<file path="config.mk">
export PLATFORM = sky130hd
export DESIGN_NAME = tofrd_readout
export DESIGN_NICKNAME = d
export VERILOG_FILES = /design/src/design/tofrd_pkg.sv /design/src/design/tofrd_fifo.sv /design/src/design/tofrd_readout.sv
export SDC_FILE = /design/constraint.sdc
export NUM_CORES = 1
export LEC_CHECK = 0
export BUFFER_PORTS_ARGS = -buffer_cell sky130_fd_sc_hd__buf_2
export CORE_AREA = 5 5 208 190
export DETAILED_ROUTE_END_ITERATION = 10
export DIE_AREA = 0 0 213 195
export GPL_ROUTABILITY_DRIVEN = 0
export GPL_TIMING_DRIVEN = 0
export MAX_ROUTING_LAYER = met4
export PLACE_DENSITY = 0.68
export SLEW_MARGIN = 20
export SYNTH_ARGS = -nofsm -noshare
export SYNTH_HDL_FRONTEND = slang
export SYNTH_SLANG_ARGS = --single-unit
</file>
<file path="constraint.sdc">
create_clock -name clk -period 5 [get_ports clk]
set_input_delay 0.75 -clock clk [delete_from_list [all_inputs] [get_ports clk]]
set_output_delay 0.75 -clock clk [all_outputs]
set_load 0.005 [all_outputs]
</file>
<file path="src/design/tofrd_pkg.sv">
package tofrd_pkg;

	// ------------------------------------------------------------
	// field geometry and counts
	// ------------------------------------------------------------
	localparam int FULL_COLS = 8; // basic field columns
	localparam int FULL_PAIRS = 4; // row pairs, basic field
	localparam int BIN_COLS = 4; // binned field columns
	localparam int BIN_PAIRS = 2; // row pairs, binned field
	localparam int HDR_STEPS = 8; // integration times per hdr frame
	localparam int FIFO_DEPTH = 8; // words in the output buffer

	// ------------------------------------------------------------
	// widths
	// ------------------------------------------------------------
	localparam int SAMPLE_W = 12; // one converted pixel
	localparam int ACC_W = 18; // widest summed result
	localparam int WORD_W = 24; // output stream word
	localparam int LOW_NOISE_W = 18; // all-pixel sum
	localparam int FAST_BIN_W = 14; // 2x2 binned sum
	localparam int HIGH_DYN_W = 15; // 8-pixel sum per step

	// ------------------------------------------------------------
	// operating mode encodings on the mode input
	// ------------------------------------------------------------
	localparam logic [2:0] FULL_IMAGER_MODE = 3'h0;
	localparam logic [2:0] LOW_NOISE_RANGING_MODE = 3'h1;
	localparam logic [2:0] FAST_BINNED_RANGING_MODE = 3'h2;
	localparam logic [2:0] HIGH_DYNAMIC_RANGING_MODE = 3'h3;
	localparam logic [2:0] GRAY_FULL_IMAGER_MODE = 3'h4;
	localparam logic [2:0] GRAY_BINNED_IMAGER_MODE = 3'h5;

	// ------------------------------------------------------------
	// reserved sample codes and converter limits
	// ------------------------------------------------------------
	localparam logic [11:0] CODE_SAT = 12'h7ff; // saturated pixel
	localparam logic [11:0] CODE_OVF = 12'h7fe; // converter top
	localparam logic [11:0] CODE_UNF = 12'h800; // converter bottom
	localparam logic signed [12:0] DIFF_TOP = 13'sh07fd; // +2045
	localparam logic signed [12:0] DIFF_BOT = 13'sh1801; // -2047

	// ------------------------------------------------------------
	// summed-result word layout
	// ------------------------------------------------------------
	localparam int SUM_SAT_BIT = 23; // saturation flag
	localparam int SUM_OVF_BIT = 22; // converter overflow flag
	localparam int SUM_UNF_BIT = 21; // converter underflow flag
	localparam int SUM_IDX_LSB = 18; // hdr step index, 3 bits

	// ------------------------------------------------------------
	// timing
	// ------------------------------------------------------------
	localparam int CLK_PERIOD_NS = 10; // 100 MHz
	localparam int INTEG_BASE_NS = 1000; // shortest integration
	localparam int INTEG_BASE_CYCLES = INTEG_BASE_NS / CLK_PERIOD_NS;

endpackage

</file>
<file path="src/design/tofrd_fifo.sv">
`timescale 1ns/1ps
module tofrd_fifo #(
	parameter int WIDTH = 24,
	parameter int DEPTH = 8
) (
	input wire logic clk, // system clock
	input wire logic reset, // async reset, high
	input wire logic ce, // clock enable
	input wire logic in_valid, // write request
	output logic in_ready, // room for a word
	input wire logic [WIDTH-1:0] in_data, // word written
	output logic out_valid, // word available
	input wire logic out_ready, // reader takes word
	output logic [WIDTH-1:0] out_data // oldest word
);
	localparam int AW = $clog2(DEPTH);

	logic [WIDTH-1:0] mem_r [DEPTH];
	logic [AW-1:0] wr_r;
	logic [AW-1:0] rd_r;
	logic [AW:0] cnt_r;
	logic push;
	logic pop;

	// handshake terms
	assign in_ready = (cnt_r != (AW+1)'(DEPTH));
	assign out_valid = (cnt_r != '0);
	assign push = in_valid && in_ready && ce;
	assign pop = out_valid && out_ready && ce;
	assign out_data = mem_r[rd_r];

	// storage
	always_ff @(posedge clk) begin
		if (push) begin
			mem_r[wr_r] <= in_data;
		end
	end

	// pointers and fill count
	always_ff @(posedge clk or posedge reset) begin
		if (reset) begin
			wr_r <= '0;
			rd_r <= '0;
			cnt_r <= '0;
		end else begin
			if (push) begin
				wr_r <= (wr_r == AW'(DEPTH-1)) ? '0 : wr_r + 1'b1;
			end
			if (pop) begin
				rd_r <= (rd_r == AW'(DEPTH-1)) ? '0 : rd_r + 1'b1;
			end
			if (push && !pop) begin
				cnt_r <= cnt_r + 1'b1;
			end else if (pop && !push) begin
				cnt_r <= cnt_r - 1'b1;
			end
		end
	end

	fifo_bound_a: assert property (@(posedge clk) disable iff (reset)
		cnt_r <= (AW+1)'(DEPTH)) else $error("fifo count above depth");
endmodule

</file>
<file path="src/design/tofrd_readout.sv">
// Behaviour
// - pixel value is gate A minus B, signed
// - each sample carries one saturation flag
// - two demodulation signals steer the gates
// - integrate first, then convert
// - 8x8 field, 2x2 binning gives 4x4
// - two rows at once, centre outward
// - columns left to right
// - sum saturated if any contributor saturated
// - limit flags, summed if any contributor
// - flags embedded in data, per mode
// - low-noise ranging sums 64 pixels, 18 bit
// - fast ranging sums 2x2 binned, 14 bit
// - hdr: 8 integrations, 8-pixel sums, 15 bit
// - gray full and gray binned imaging
// - reserved codes replace flagged samples
`timescale 1ns/1ps
module tofrd_readout #(
	parameter int INTEG_CYCLES = tofrd_pkg::INTEG_BASE_CYCLES,
	parameter int BUF_DEPTH = tofrd_pkg::FIFO_DEPTH
) (
	input wire logic clk, // system clock
	input wire logic reset, // async reset, high
	input wire logic ce, // clock enable
	input wire logic start, // begin a frame, one cycle
	input wire logic [2:0] mode, // operating mode
	input wire logic embed_dis, // raw data, no reserved codes
	output logic busy, // frame in progress
	output logic frame_done, // frame finished, one cycle
	output logic demod_a, // steers storage_gate_a
	output logic demod_b, // steers storage_gate_b
	output logic cnv_req, // start a double-row conversion
	output logic [2:0] cnv_row_up, // upper-half row
	output logic [2:0] cnv_row_lo, // lower-half row
	output logic [2:0] cnv_col, // column
	output logic cnv_bin, // analog 2x2 binning on
	input wire logic cnv_done, // conversion result valid
	input wire logic [11:0] cnv_a_up, // gate A charge, upper
	input wire logic [11:0] cnv_b_up, // gate B charge, upper
	input wire logic cnv_sat_up, // saturation, upper
	input wire logic [11:0] cnv_a_lo, // gate A charge, lower
	input wire logic [11:0] cnv_b_lo, // gate B charge, lower
	input wire logic cnv_sat_lo, // saturation, lower
	output logic out_valid, // stream word available
	input wire logic out_ready, // stream word taken
	output logic [23:0] out_data // stream word
);
	typedef enum logic [2:0] {
		ST_IDLE, ST_INTEG, ST_CONV, ST_WAIT, ST_DRAIN, ST_RESULT
	} tofrd_state_t;

	// ------------------------------------------------------------
	// helper functions
	// ------------------------------------------------------------

	// gate difference, clamp and flags: {sat, ovf, unf, value}
	function automatic logic [14:0] conv_pix(input logic [11:0] a,
		input logic [11:0] b, input logic sat);
		logic signed [12:0] d;
		logic ovf;
		logic unf;
		logic [11:0] v;
		d = $signed({1'b0, a}) - $signed({1'b0, b});
		ovf = d > tofrd_pkg::DIFF_TOP;
		unf = d < tofrd_pkg::DIFF_BOT;
		v = ovf ? tofrd_pkg::CODE_SAT : unf ? tofrd_pkg::CODE_UNF
			: d[11:0];
		return {sat, ovf, unf, v};
	endfunction

	// replace flagged samples by reserved codes unless disabled
	function automatic logic [11:0] embed(input logic [14:0] p,
		input logic dis);
		logic [11:0] r;
		r = p[11:0];
		if (!dis) begin
			if (p[14]) begin
				r = tofrd_pkg::CODE_SAT;
			end else if (p[13]) begin
				r = tofrd_pkg::CODE_OVF;
			end else if (p[12]) begin
				r = tofrd_pkg::CODE_UNF;
			end
		end
		return r;
	endfunction

	// sign-extend a sample to accumulator width
	function automatic logic signed [17:0] sext(input logic [14:0] p);
		return 18'(signed'(p[11:0]));
	endfunction

	// ------------------------------------------------------------
	// state
	// ------------------------------------------------------------
	tofrd_state_t state_r;
	logic [2:0] mode_r;
	logic embed_dis_r;
	logic [15:0] integ_cnt_r;
	logic [1:0] pair_r;
	logic [2:0] col_r;
	logic [2:0] hdr_r;
	logic [2:0] drain_r;
	logic [11:0] lo_mem_r [tofrd_pkg::FULL_COLS];
	logic [11:0] even_r;
	logic signed [17:0] acc_r;
	logic sat_acc_r;
	logic ovf_acc_r;
	logic unf_acc_r;
	logic demod_a_r;
	logic demod_b_r;
	logic frame_done_r;
	logic [2:0] last_col_r;

	logic is_bin;
	logic is_sum;
	logic is_hdr;
	logic [2:0] ncols;
	logic [1:0] npairs;
	logic [14:0] pu;
	logic [14:0] pl;
	logic add_up;
	logic add_lo;
	logic last_col;
	logic last_pair;
	logic push;
	logic [23:0] push_data;
	logic in_ready;
	logic [15:0] integ_len;
	logic signed [17:0] sum_nxt;

	// ------------------------------------------------------------
	// mode decode and geometry
	// ------------------------------------------------------------
	assign is_bin = (mode_r == tofrd_pkg::FAST_BINNED_RANGING_MODE) ||
		(mode_r == tofrd_pkg::GRAY_BINNED_IMAGER_MODE);
	assign is_hdr = (mode_r == tofrd_pkg::HIGH_DYNAMIC_RANGING_MODE);
	assign is_sum = is_hdr ||
		(mode_r == tofrd_pkg::LOW_NOISE_RANGING_MODE) ||
		(mode_r == tofrd_pkg::FAST_BINNED_RANGING_MODE);
	assign ncols = is_bin ? 3'(tofrd_pkg::BIN_COLS - 1)
		: 3'(tofrd_pkg::FULL_COLS - 1);
	assign npairs = is_bin ? 2'(tofrd_pkg::BIN_PAIRS - 1)
		: 2'(tofrd_pkg::FULL_PAIRS - 1);
	assign last_col = (col_r == ncols);
	assign last_pair = (pair_r == npairs);

	// converter addressing, centre rows first
	assign cnv_row_up = {1'b0, npairs} - {1'b0, pair_r};
	assign cnv_row_lo = {1'b0, npairs} + {1'b0, pair_r} + 3'h1;
	assign cnv_col = col_r;
	assign cnv_bin = is_bin;
	assign cnv_req = (state_r == ST_CONV) && in_ready && ce;

	// per-sample results
	assign pu = conv_pix(cnv_a_up, cnv_b_up, cnv_sat_up);
	assign pl = conv_pix(cnv_a_lo, cnv_b_lo, cnv_sat_lo);

	// integration length, doubled per hdr step
	assign integ_len = is_hdr ? 16'(INTEG_CYCLES) << hdr_r
		: 16'(INTEG_CYCLES);

	// which converted pixels join the running sum
	always_comb begin
		add_up = 1'b0;
		add_lo = 1'b0;
		if (mode_r == tofrd_pkg::LOW_NOISE_RANGING_MODE) begin
			add_up = 1'b1;
			add_lo = 1'b1;
		end else if (mode_r == tofrd_pkg::FAST_BINNED_RANGING_MODE) begin
			add_up = (col_r == 3'h1) || (col_r == 3'h2);
			add_lo = add_up;
		end else if (is_hdr) begin
			add_up = !hdr_r[0];
			add_lo = hdr_r[0];
		end
	end

	assign sum_nxt = acc_r + (add_up ? sext(pu) : 18'sh0)
		+ (add_lo ? sext(pl) : 18'sh0);

	// stream word to the buffer
	always_comb begin
		push = 1'b0;
		push_data = '0;
		if (state_r == ST_WAIT && cnv_done && !is_sum && col_r[0]) begin
			push = 1'b1;
			push_data = {even_r, embed(pu, embed_dis_r)};
		end else if (state_r == ST_DRAIN && drain_r[0]) begin
			push = in_ready;
			push_data = {lo_mem_r[drain_r - 3'h1], lo_mem_r[drain_r]};
		end else if (state_r == ST_RESULT) begin
			push = in_ready;
			push_data[17:0] = acc_r;
			push_data[tofrd_pkg::SUM_SAT_BIT] = sat_acc_r;
			push_data[tofrd_pkg::SUM_OVF_BIT] = ovf_acc_r;
			push_data[tofrd_pkg::SUM_UNF_BIT] = unf_acc_r;
			push_data[tofrd_pkg::SUM_IDX_LSB +: 3] = hdr_r;
		end
	end

	// ------------------------------------------------------------
	// sequencer
	// ------------------------------------------------------------

	// frame, integration, conversion and drain steps
	always_ff @(posedge clk or posedge reset) begin
		if (reset) begin
			state_r <= ST_IDLE;
			mode_r <= 3'h0;
			embed_dis_r <= 1'b0;
			integ_cnt_r <= 16'h0;
			pair_r <= 2'h0;
			col_r <= 3'h0;
			hdr_r <= 3'h0;
			drain_r <= 3'h0;
			frame_done_r <= 1'b0;
		end else if (ce) begin
			frame_done_r <= 1'b0;
			case (state_r)
			ST_IDLE: begin
				if (start) begin
					mode_r <= mode;
					embed_dis_r <= embed_dis;
					hdr_r <= 3'h0;
					integ_cnt_r <= 16'h0;
					state_r <= ST_INTEG;
				end
			end
			ST_INTEG: begin
				if (integ_cnt_r == integ_len) begin
					integ_cnt_r <= 16'h0;
					pair_r <= is_hdr ? hdr_r[2:1] : 2'h0;
					col_r <= 3'h0;
					state_r <= ST_CONV;
				end else begin
					integ_cnt_r <= integ_cnt_r + 16'h1;
				end
			end
			ST_CONV: begin
				if (in_ready) begin
					state_r <= ST_WAIT;
				end
			end
			ST_WAIT: begin
				if (cnv_done) begin
					col_r <= col_r + 3'h1;
					if (!last_col) begin
						state_r <= ST_CONV;
					end else if (!is_sum) begin
						drain_r <= 3'h0;
						state_r <= ST_DRAIN;
					end else if (last_pair || is_hdr ||
						mode_r == tofrd_pkg::FAST_BINNED_RANGING_MODE) begin
						state_r <= ST_RESULT;
					end else begin
						col_r <= 3'h0;
						pair_r <= pair_r + 2'h1;
						state_r <= ST_CONV;
					end
				end
			end
			ST_DRAIN: begin
				if (!drain_r[0] || in_ready) begin
					drain_r <= drain_r + 3'h1;
					if (drain_r == ncols) begin
						col_r <= 3'h0;
						pair_r <= pair_r + 2'h1;
						state_r <= last_pair ? ST_IDLE : ST_CONV;
						frame_done_r <= last_pair;
					end
				end
			end
			ST_RESULT: begin
				if (in_ready) begin
					if (is_hdr && hdr_r != 3'(tofrd_pkg::HDR_STEPS - 1))
					begin
						hdr_r <= hdr_r + 3'h1;
						state_r <= ST_INTEG;
					end else begin
						state_r <= ST_IDLE;
						frame_done_r <= 1'b1;
					end
				end
			end
			default: begin
				state_r <= ST_IDLE;
			end
			endcase
		end
	end

	// ------------------------------------------------------------
	// sample handling
	// ------------------------------------------------------------

	// lower-row samples wait until the upper row is out
	always_ff @(posedge clk) begin
		if (ce && state_r == ST_WAIT && cnv_done && !is_sum) begin
			lo_mem_r[col_r] <= embed(pl, embed_dis_r);
		end
	end

	// even column of the upper row waits for its odd partner
	always_ff @(posedge clk or posedge reset) begin
		if (reset) begin
			even_r <= 12'h0;
		end else if (ce && state_r == ST_WAIT && cnv_done && !col_r[0])
		begin
			even_r <= embed(pu, embed_dis_r);
		end
	end

	// running sum and contributor flags
	always_ff @(posedge clk or posedge reset) begin
		if (reset) begin
			acc_r <= 18'sh0;
			sat_acc_r <= 1'b0;
			ovf_acc_r <= 1'b0;
			unf_acc_r <= 1'b0;
		end else if (ce) begin
			if (state_r == ST_INTEG) begin
				acc_r <= 18'sh0;
				sat_acc_r <= 1'b0;
				ovf_acc_r <= 1'b0;
				unf_acc_r <= 1'b0;
			end else if (state_r == ST_WAIT && cnv_done && is_sum) begin
				acc_r <= sum_nxt;
				sat_acc_r <= sat_acc_r | (add_up & pu[14])
					| (add_lo & pl[14]);
				ovf_acc_r <= ovf_acc_r | (add_up & pu[13])
					| (add_lo & pl[13]);
				unf_acc_r <= unf_acc_r | (add_up & pu[12])
					| (add_lo & pl[12]);
			end
		end
	end

	// demodulation signals alternate during integration only
	always_ff @(posedge clk or posedge reset) begin
		if (reset) begin
			demod_a_r <= 1'b0;
			demod_b_r <= 1'b0;
		end else if (ce) begin
			if (state_r == ST_INTEG && integ_cnt_r != integ_len) begin
				demod_a_r <= ~demod_a_r;
				demod_b_r <= demod_a_r;
			end else begin
				demod_a_r <= 1'b0;
				demod_b_r <= 1'b0;
			end
		end
	end

	// last requested column, watched by the order check
	always_ff @(posedge clk or posedge reset) begin
		if (reset) begin
			last_col_r <= 3'h0;
		end else if (cnv_req) begin
			last_col_r <= col_r;
		end
	end

	assign demod_a = demod_a_r;
	assign demod_b = demod_b_r;
	assign busy = (state_r != ST_IDLE);
	assign frame_done = frame_done_r;

	// ------------------------------------------------------------
	// output buffer
	// ------------------------------------------------------------
	tofrd_fifo #(
		.WIDTH(tofrd_pkg::WORD_W),
		.DEPTH(BUF_DEPTH)
	) u_fifo (
		.clk(clk),
		.reset(reset),
		.ce(ce),
		.in_valid(push),
		.in_ready(in_ready),
		.in_data(push_data),
		.out_valid(out_valid),
		.out_ready(out_ready),
		.out_data(out_data)
	);

	// ------------------------------------------------------------
	// checks
	// ------------------------------------------------------------
	demod_excl_a: assert property (@(posedge clk) disable iff (reset)
		!(demod_a && demod_b)) else $error("both gates steered");
	demod_phase_a: assert property (@(posedge clk) disable iff (reset)
		cnv_req |-> !demod_a && !demod_b) else $error("demod in readout");
	col_order_a: assert property (@(posedge clk) disable iff (reset)
		cnv_req && cnv_col != 3'h0 |-> cnv_col == last_col_r + 3'h1)
		else $error("column order broken");
	centre_start_a: assert property (@(posedge clk) disable iff (reset)
		cnv_req && !cnv_bin && pair_r == 2'h0 |->
		cnv_row_up == 3'h3 && cnv_row_lo == 3'h4)
		else $error("readout not from centre");
	row_pair_a: assert property (@(posedge clk) disable iff (reset)
		cnv_req |-> cnv_row_up + cnv_row_lo == (cnv_bin ? 3'h3 : 3'h7))
		else $error("rows not symmetric");
	bin_field_a: assert property (@(posedge clk) disable iff (reset)
		cnv_req && cnv_bin |-> cnv_col < 3'h4 && cnv_row_lo < 3'h4)
		else $error("binned address out of field");
	sat_code_a: assert property (@(posedge clk) disable iff (reset)
		ce && state_r == ST_WAIT && cnv_done && !is_sum && cnv_sat_lo
		&& !embed_dis_r |=> lo_mem_r[$past(col_r)] == 12'h7ff)
		else $error("saturation code missing");
	sum_sat_a: assert property (@(posedge clk) disable iff (reset)
		ce && state_r == ST_WAIT && cnv_done && is_sum && add_up
		&& cnv_sat_up |=> sat_acc_r) else $error("sum saturation lost");
	frame_end_a: assert property (@(posedge clk) disable iff (reset)
		frame_done |-> state_r == ST_IDLE) else $error("done while busy");
endmodule

</file>
==> run_results.csv <==
group,metric,value,unit
cts,numCtsBuffers,38,
timing,setup_violations,5,
global_route,grt_pass1_wl,73700,um
synth,syn_inst,1416,
pwr,peakVddDrop,0.270,mV
timing,rsz0062_at_grt,"yes",
worst_setup_path,r2r-start,"cnv_col[1]",
layout,layout-drive-gt1-share,24.9,%
die,fp.dieW,213,um
global_route,grt_overflow_total,0,
pwr,clockPowerShare,25.6,%
worst_setup_path,cp_num_buf_inv,2,
die,die_area,41500,um^2
layout,final_common_cell,"edfxtp_1",
timing,worst_pin_slew,1060,ps
synth,syn_nets,1558,
worst_setup_path,cp_slowest_cell,"or4_4",
layout,fillers,2886,
pwr,p_switching,4000,uW
global_route,antenna_found_initial,1,
worst_setup_path,startpoint_type,"input port",
drt,routed_wl,47700,um
pwr,finalPower,11200,uW
worst_setup_path,endpoint_kind,"flop",
cts,cts_sinks,368,
pwr,pwr-share-seq,35.4,%
timing,fin_setup_tns,-552,ps
drt,wire_per_inst,22.6,um
worst_setup_path,ff2ff_setup_slack,280,ps
synth,ys.flop_type,"edfxtp_1",
layout,regArea,10700,um^2
pwr,power_density,508,nW/um^2
worst_setup_path,cp_max_fo,10,
worst_setup_path,worstPathRequired,5450,ps
drt,first_pass_iters,6,
worst_setup_path,cp_top_family,"compound AO/OA/AOI/OAI gates",
pwr,pwr-share-comb,39.0,%
global_route,grt_usage,23.4,%
layout,final_cell_mix,"edfxtp_1 (288), buf_2 (103), dfrtp_1 (80)",
cts,postCtsHoldBufs,0,
timing,slew_headroom,28.6,%
synth,yosysSeqAreaShare,56.9,%
die,start_util,50.6,%
drt,drt_iter0_markers,1234,
cts,clk_latency,560,ps
worst_setup_path,crit_chain,"buf_2 > ha_1 > a21o_1 > nand2_1 > nand3b_4 > and3_4 > or4_4 > o41ai_4 > nand2_2 > buf_6 > a21oi_2 > fa_1 > ha_1 > o21ai_0 > o21ai_1 > nand3_1 > a41oi_2 > o21ai_2 > o211ai_1 > mux2i_1 > nand2_1",
pwr,switching_share,35.9,%
cts,cts_tree,"done",
worst_setup_path,arrival,5620,ps
synth,synth_top_area_share,46.2,%
timing,layout_setup_ws,-177,ps
synth,ys.warnings.count,0,
pwr,internal_power,7150,uW
pwr,leakagePower,0.00814,uW
synth,async_reset_ff_share,21.7,%
layout,nNetsFinal,1741,
drt,ant_nets,0,
worst_setup_path,reg2reg_to,"acc_r[17]",
worst_setup_path,slowest_delay,540,ps
die,ioPinCount,100,
global_route,grt_max_degree,47,
place,dpl.cell_count,2025,
timing,post-route-min-period,5180,ps
cts,cts_buffer_depth,3,
global_route,grt_pass1_vias,12800,
cts,cts_max_level,2,
synth,avgSynthCellArea,13.2,um^2
synth,yosys.area.top_type,"edfxtp_1",
die,dieHeight,195,um
run,cap_violations,0,
layout,area_delta_synth_final,17.4,%
die,core,37000,um^2
place,portBuffers,99,
status,outcome,"finished with violations",
layout,fin_util,59.4,%
status,violations,"negative setup slack",
drt,via_count,13000,
timing,period_share,104,%
layout,stdcell_count,2113,
cts,cts-root-buf,"clkbuf_16",
timing,drv_slew,0,
min_path,hp-class,"in -> async",
synth,synthTopCellsByArea,"edfxtp_1 (46%), dfrtp_1 (11%), mux4_2 (7.2%)",
worst_setup_path,crit_type,"in -> reg",
cts,clkTransAtPathRegs,70,ps
drt,route.detailed.drc,0,
timing,fmax,193,MHz
die,rows,67,
synth,ys_types,81,
timing,finalHoldViolCount,0,
synth,synth_edf_count,288,
drt,vias_per_cell,6.17,
worst_setup_path,ff2ff_path_depth,17,
synth,ys_ff_latch,368,
layout,multi_input_area,7950,um^2
timing,fin_worst_skew,19.8,ps
synth,syn_area,18700,um^2
place,dpl.hpwl,34300,um
how the worst max path moves through the flow:
stage	startpoint	cells past startpoint	slack, ps	to
floorplan	cnv_a_up[0]	22	-340	acc_r[15]
global placement	state_r[0]	9	-1980	u_fifo.mem_r[4][13]
detailed placement	cnv_a_up[0]	23	-1300	acc_r[14]
CTS	cnv_a_up[0]	23	-100	acc_r[17]
global route	cnv_a_up[0]	23	-380	acc_r[17]
finish	cnv_a_up[3]	21	-180	acc_r[17]
kinds of logic (layout without fill, tap and decap cells):
group / count (synthesis) / in the layout / synth area share (%)
AO/OA/AOI/OAI: 322 / 322 / 11.6
XOR/XNOR: 46 / 46 / 2.15
adder cells (fa/ha/maj): 85 / 85 / 6.48
buffers and inverters: 140 / 353 / 2.89
flip-flops: 368 / 368 / 56.9
multiplexers: 119 / 119 / 10.7
other: 0 / 1 / 0
AND/OR/NAND/NOR: 336 / 336 / 9.32
flip-flops by register name, indices dropped and copies added, names as in the netlist:
signal / flops
unf_acc_r: 1
embed_dis_r: 1
demod_b: 1
sat_acc_r: 1
hdr_r: 3
cnv_col: 3
u_fifo.cnt_r: 4
mode_r: 3
ovf_acc_r: 1
integ_cnt_r: 16
u_fifo.wr_r: 3
lo_mem_r: 96
state_r: 3
acc_r: 18
u_fifo.mem_r: 192
demod_a: 1
drain_r: 3
frame_done: 1
u_fifo.rd_r: 3
even_r: 12
pair_r: 2
what timing repair did:
| action | CTS | global route |
|---|---|---|
| pin swaps | 26 | 7 |
| gates resized for setup | 35 | 29 |
| buffers inserted | 11 | 6 |
| endpoints found under the setup margin | 12 | 12 |
layer usage:
metal  track usage [%]  share of wire, %
met1              31.9                42
met4              6.30               2.7
met2              37.3                48
met3              3.39               6.8
met5                 -                 0
synthesized netlist by cell type (all sizes together) (14+ instances only):
master and number:
a211oi 22, a21oi 77, a31oi 16, buf 19
clkbuf 45, dfrtp 80, edfxtp 288, fa 21
ha 61, inv 76, mux2 43, mux2i 16
mux4 60, nand2 67, nand2b 14, nand3 49
nor2 67, nor2b 14, nor3 41, o21ai 76
xnor2 23, xor2 23
per-stage QoR:
stage	worst slack (ps)	area, um^2	hold slack [ps]
5_1_grt	-379	22000	275
6_report	-177	22000	235
3_5_place_dp	-1300	20300	500
4_1_cts	-101	21800	235
2_1_floorplan	-340	18800	457
3_3_place_gp	-1980	19900	488
power by group through the flow:
stage / Combinational (uW) / Sequential (uW) / Clock [uW]
6_report: 4350 / 3950 / 2850
5_1_grt: 4770 / 3980 / 3020
4_1_cts: 4270 / 3940 / 2890
3_5_place_dp: 4140 / 4000 / 0
3_3_place_gp: 4000 / 3990 / 0
2_1_floorplan: 2930 / 3910 / 0
layout make-up:
| type | count | area share (%) |
|---|---|---|
| repair buffers | 143 | 4.31 |
| inverters | 76 | 1.34 |
| multi-input cells | 908 | 36.2 |
| clock buffers | 51 | 4.69 |
| clock inverters | 19 | 1.01 |
| diodes | 1 | 0.0114 |
| flip-flops and latches | 368 | 48.5 |
| well taps | 483 | 2.75 |
| plain buffers | 64 | 1.21 |
Power figures use the tool's default switching activity.
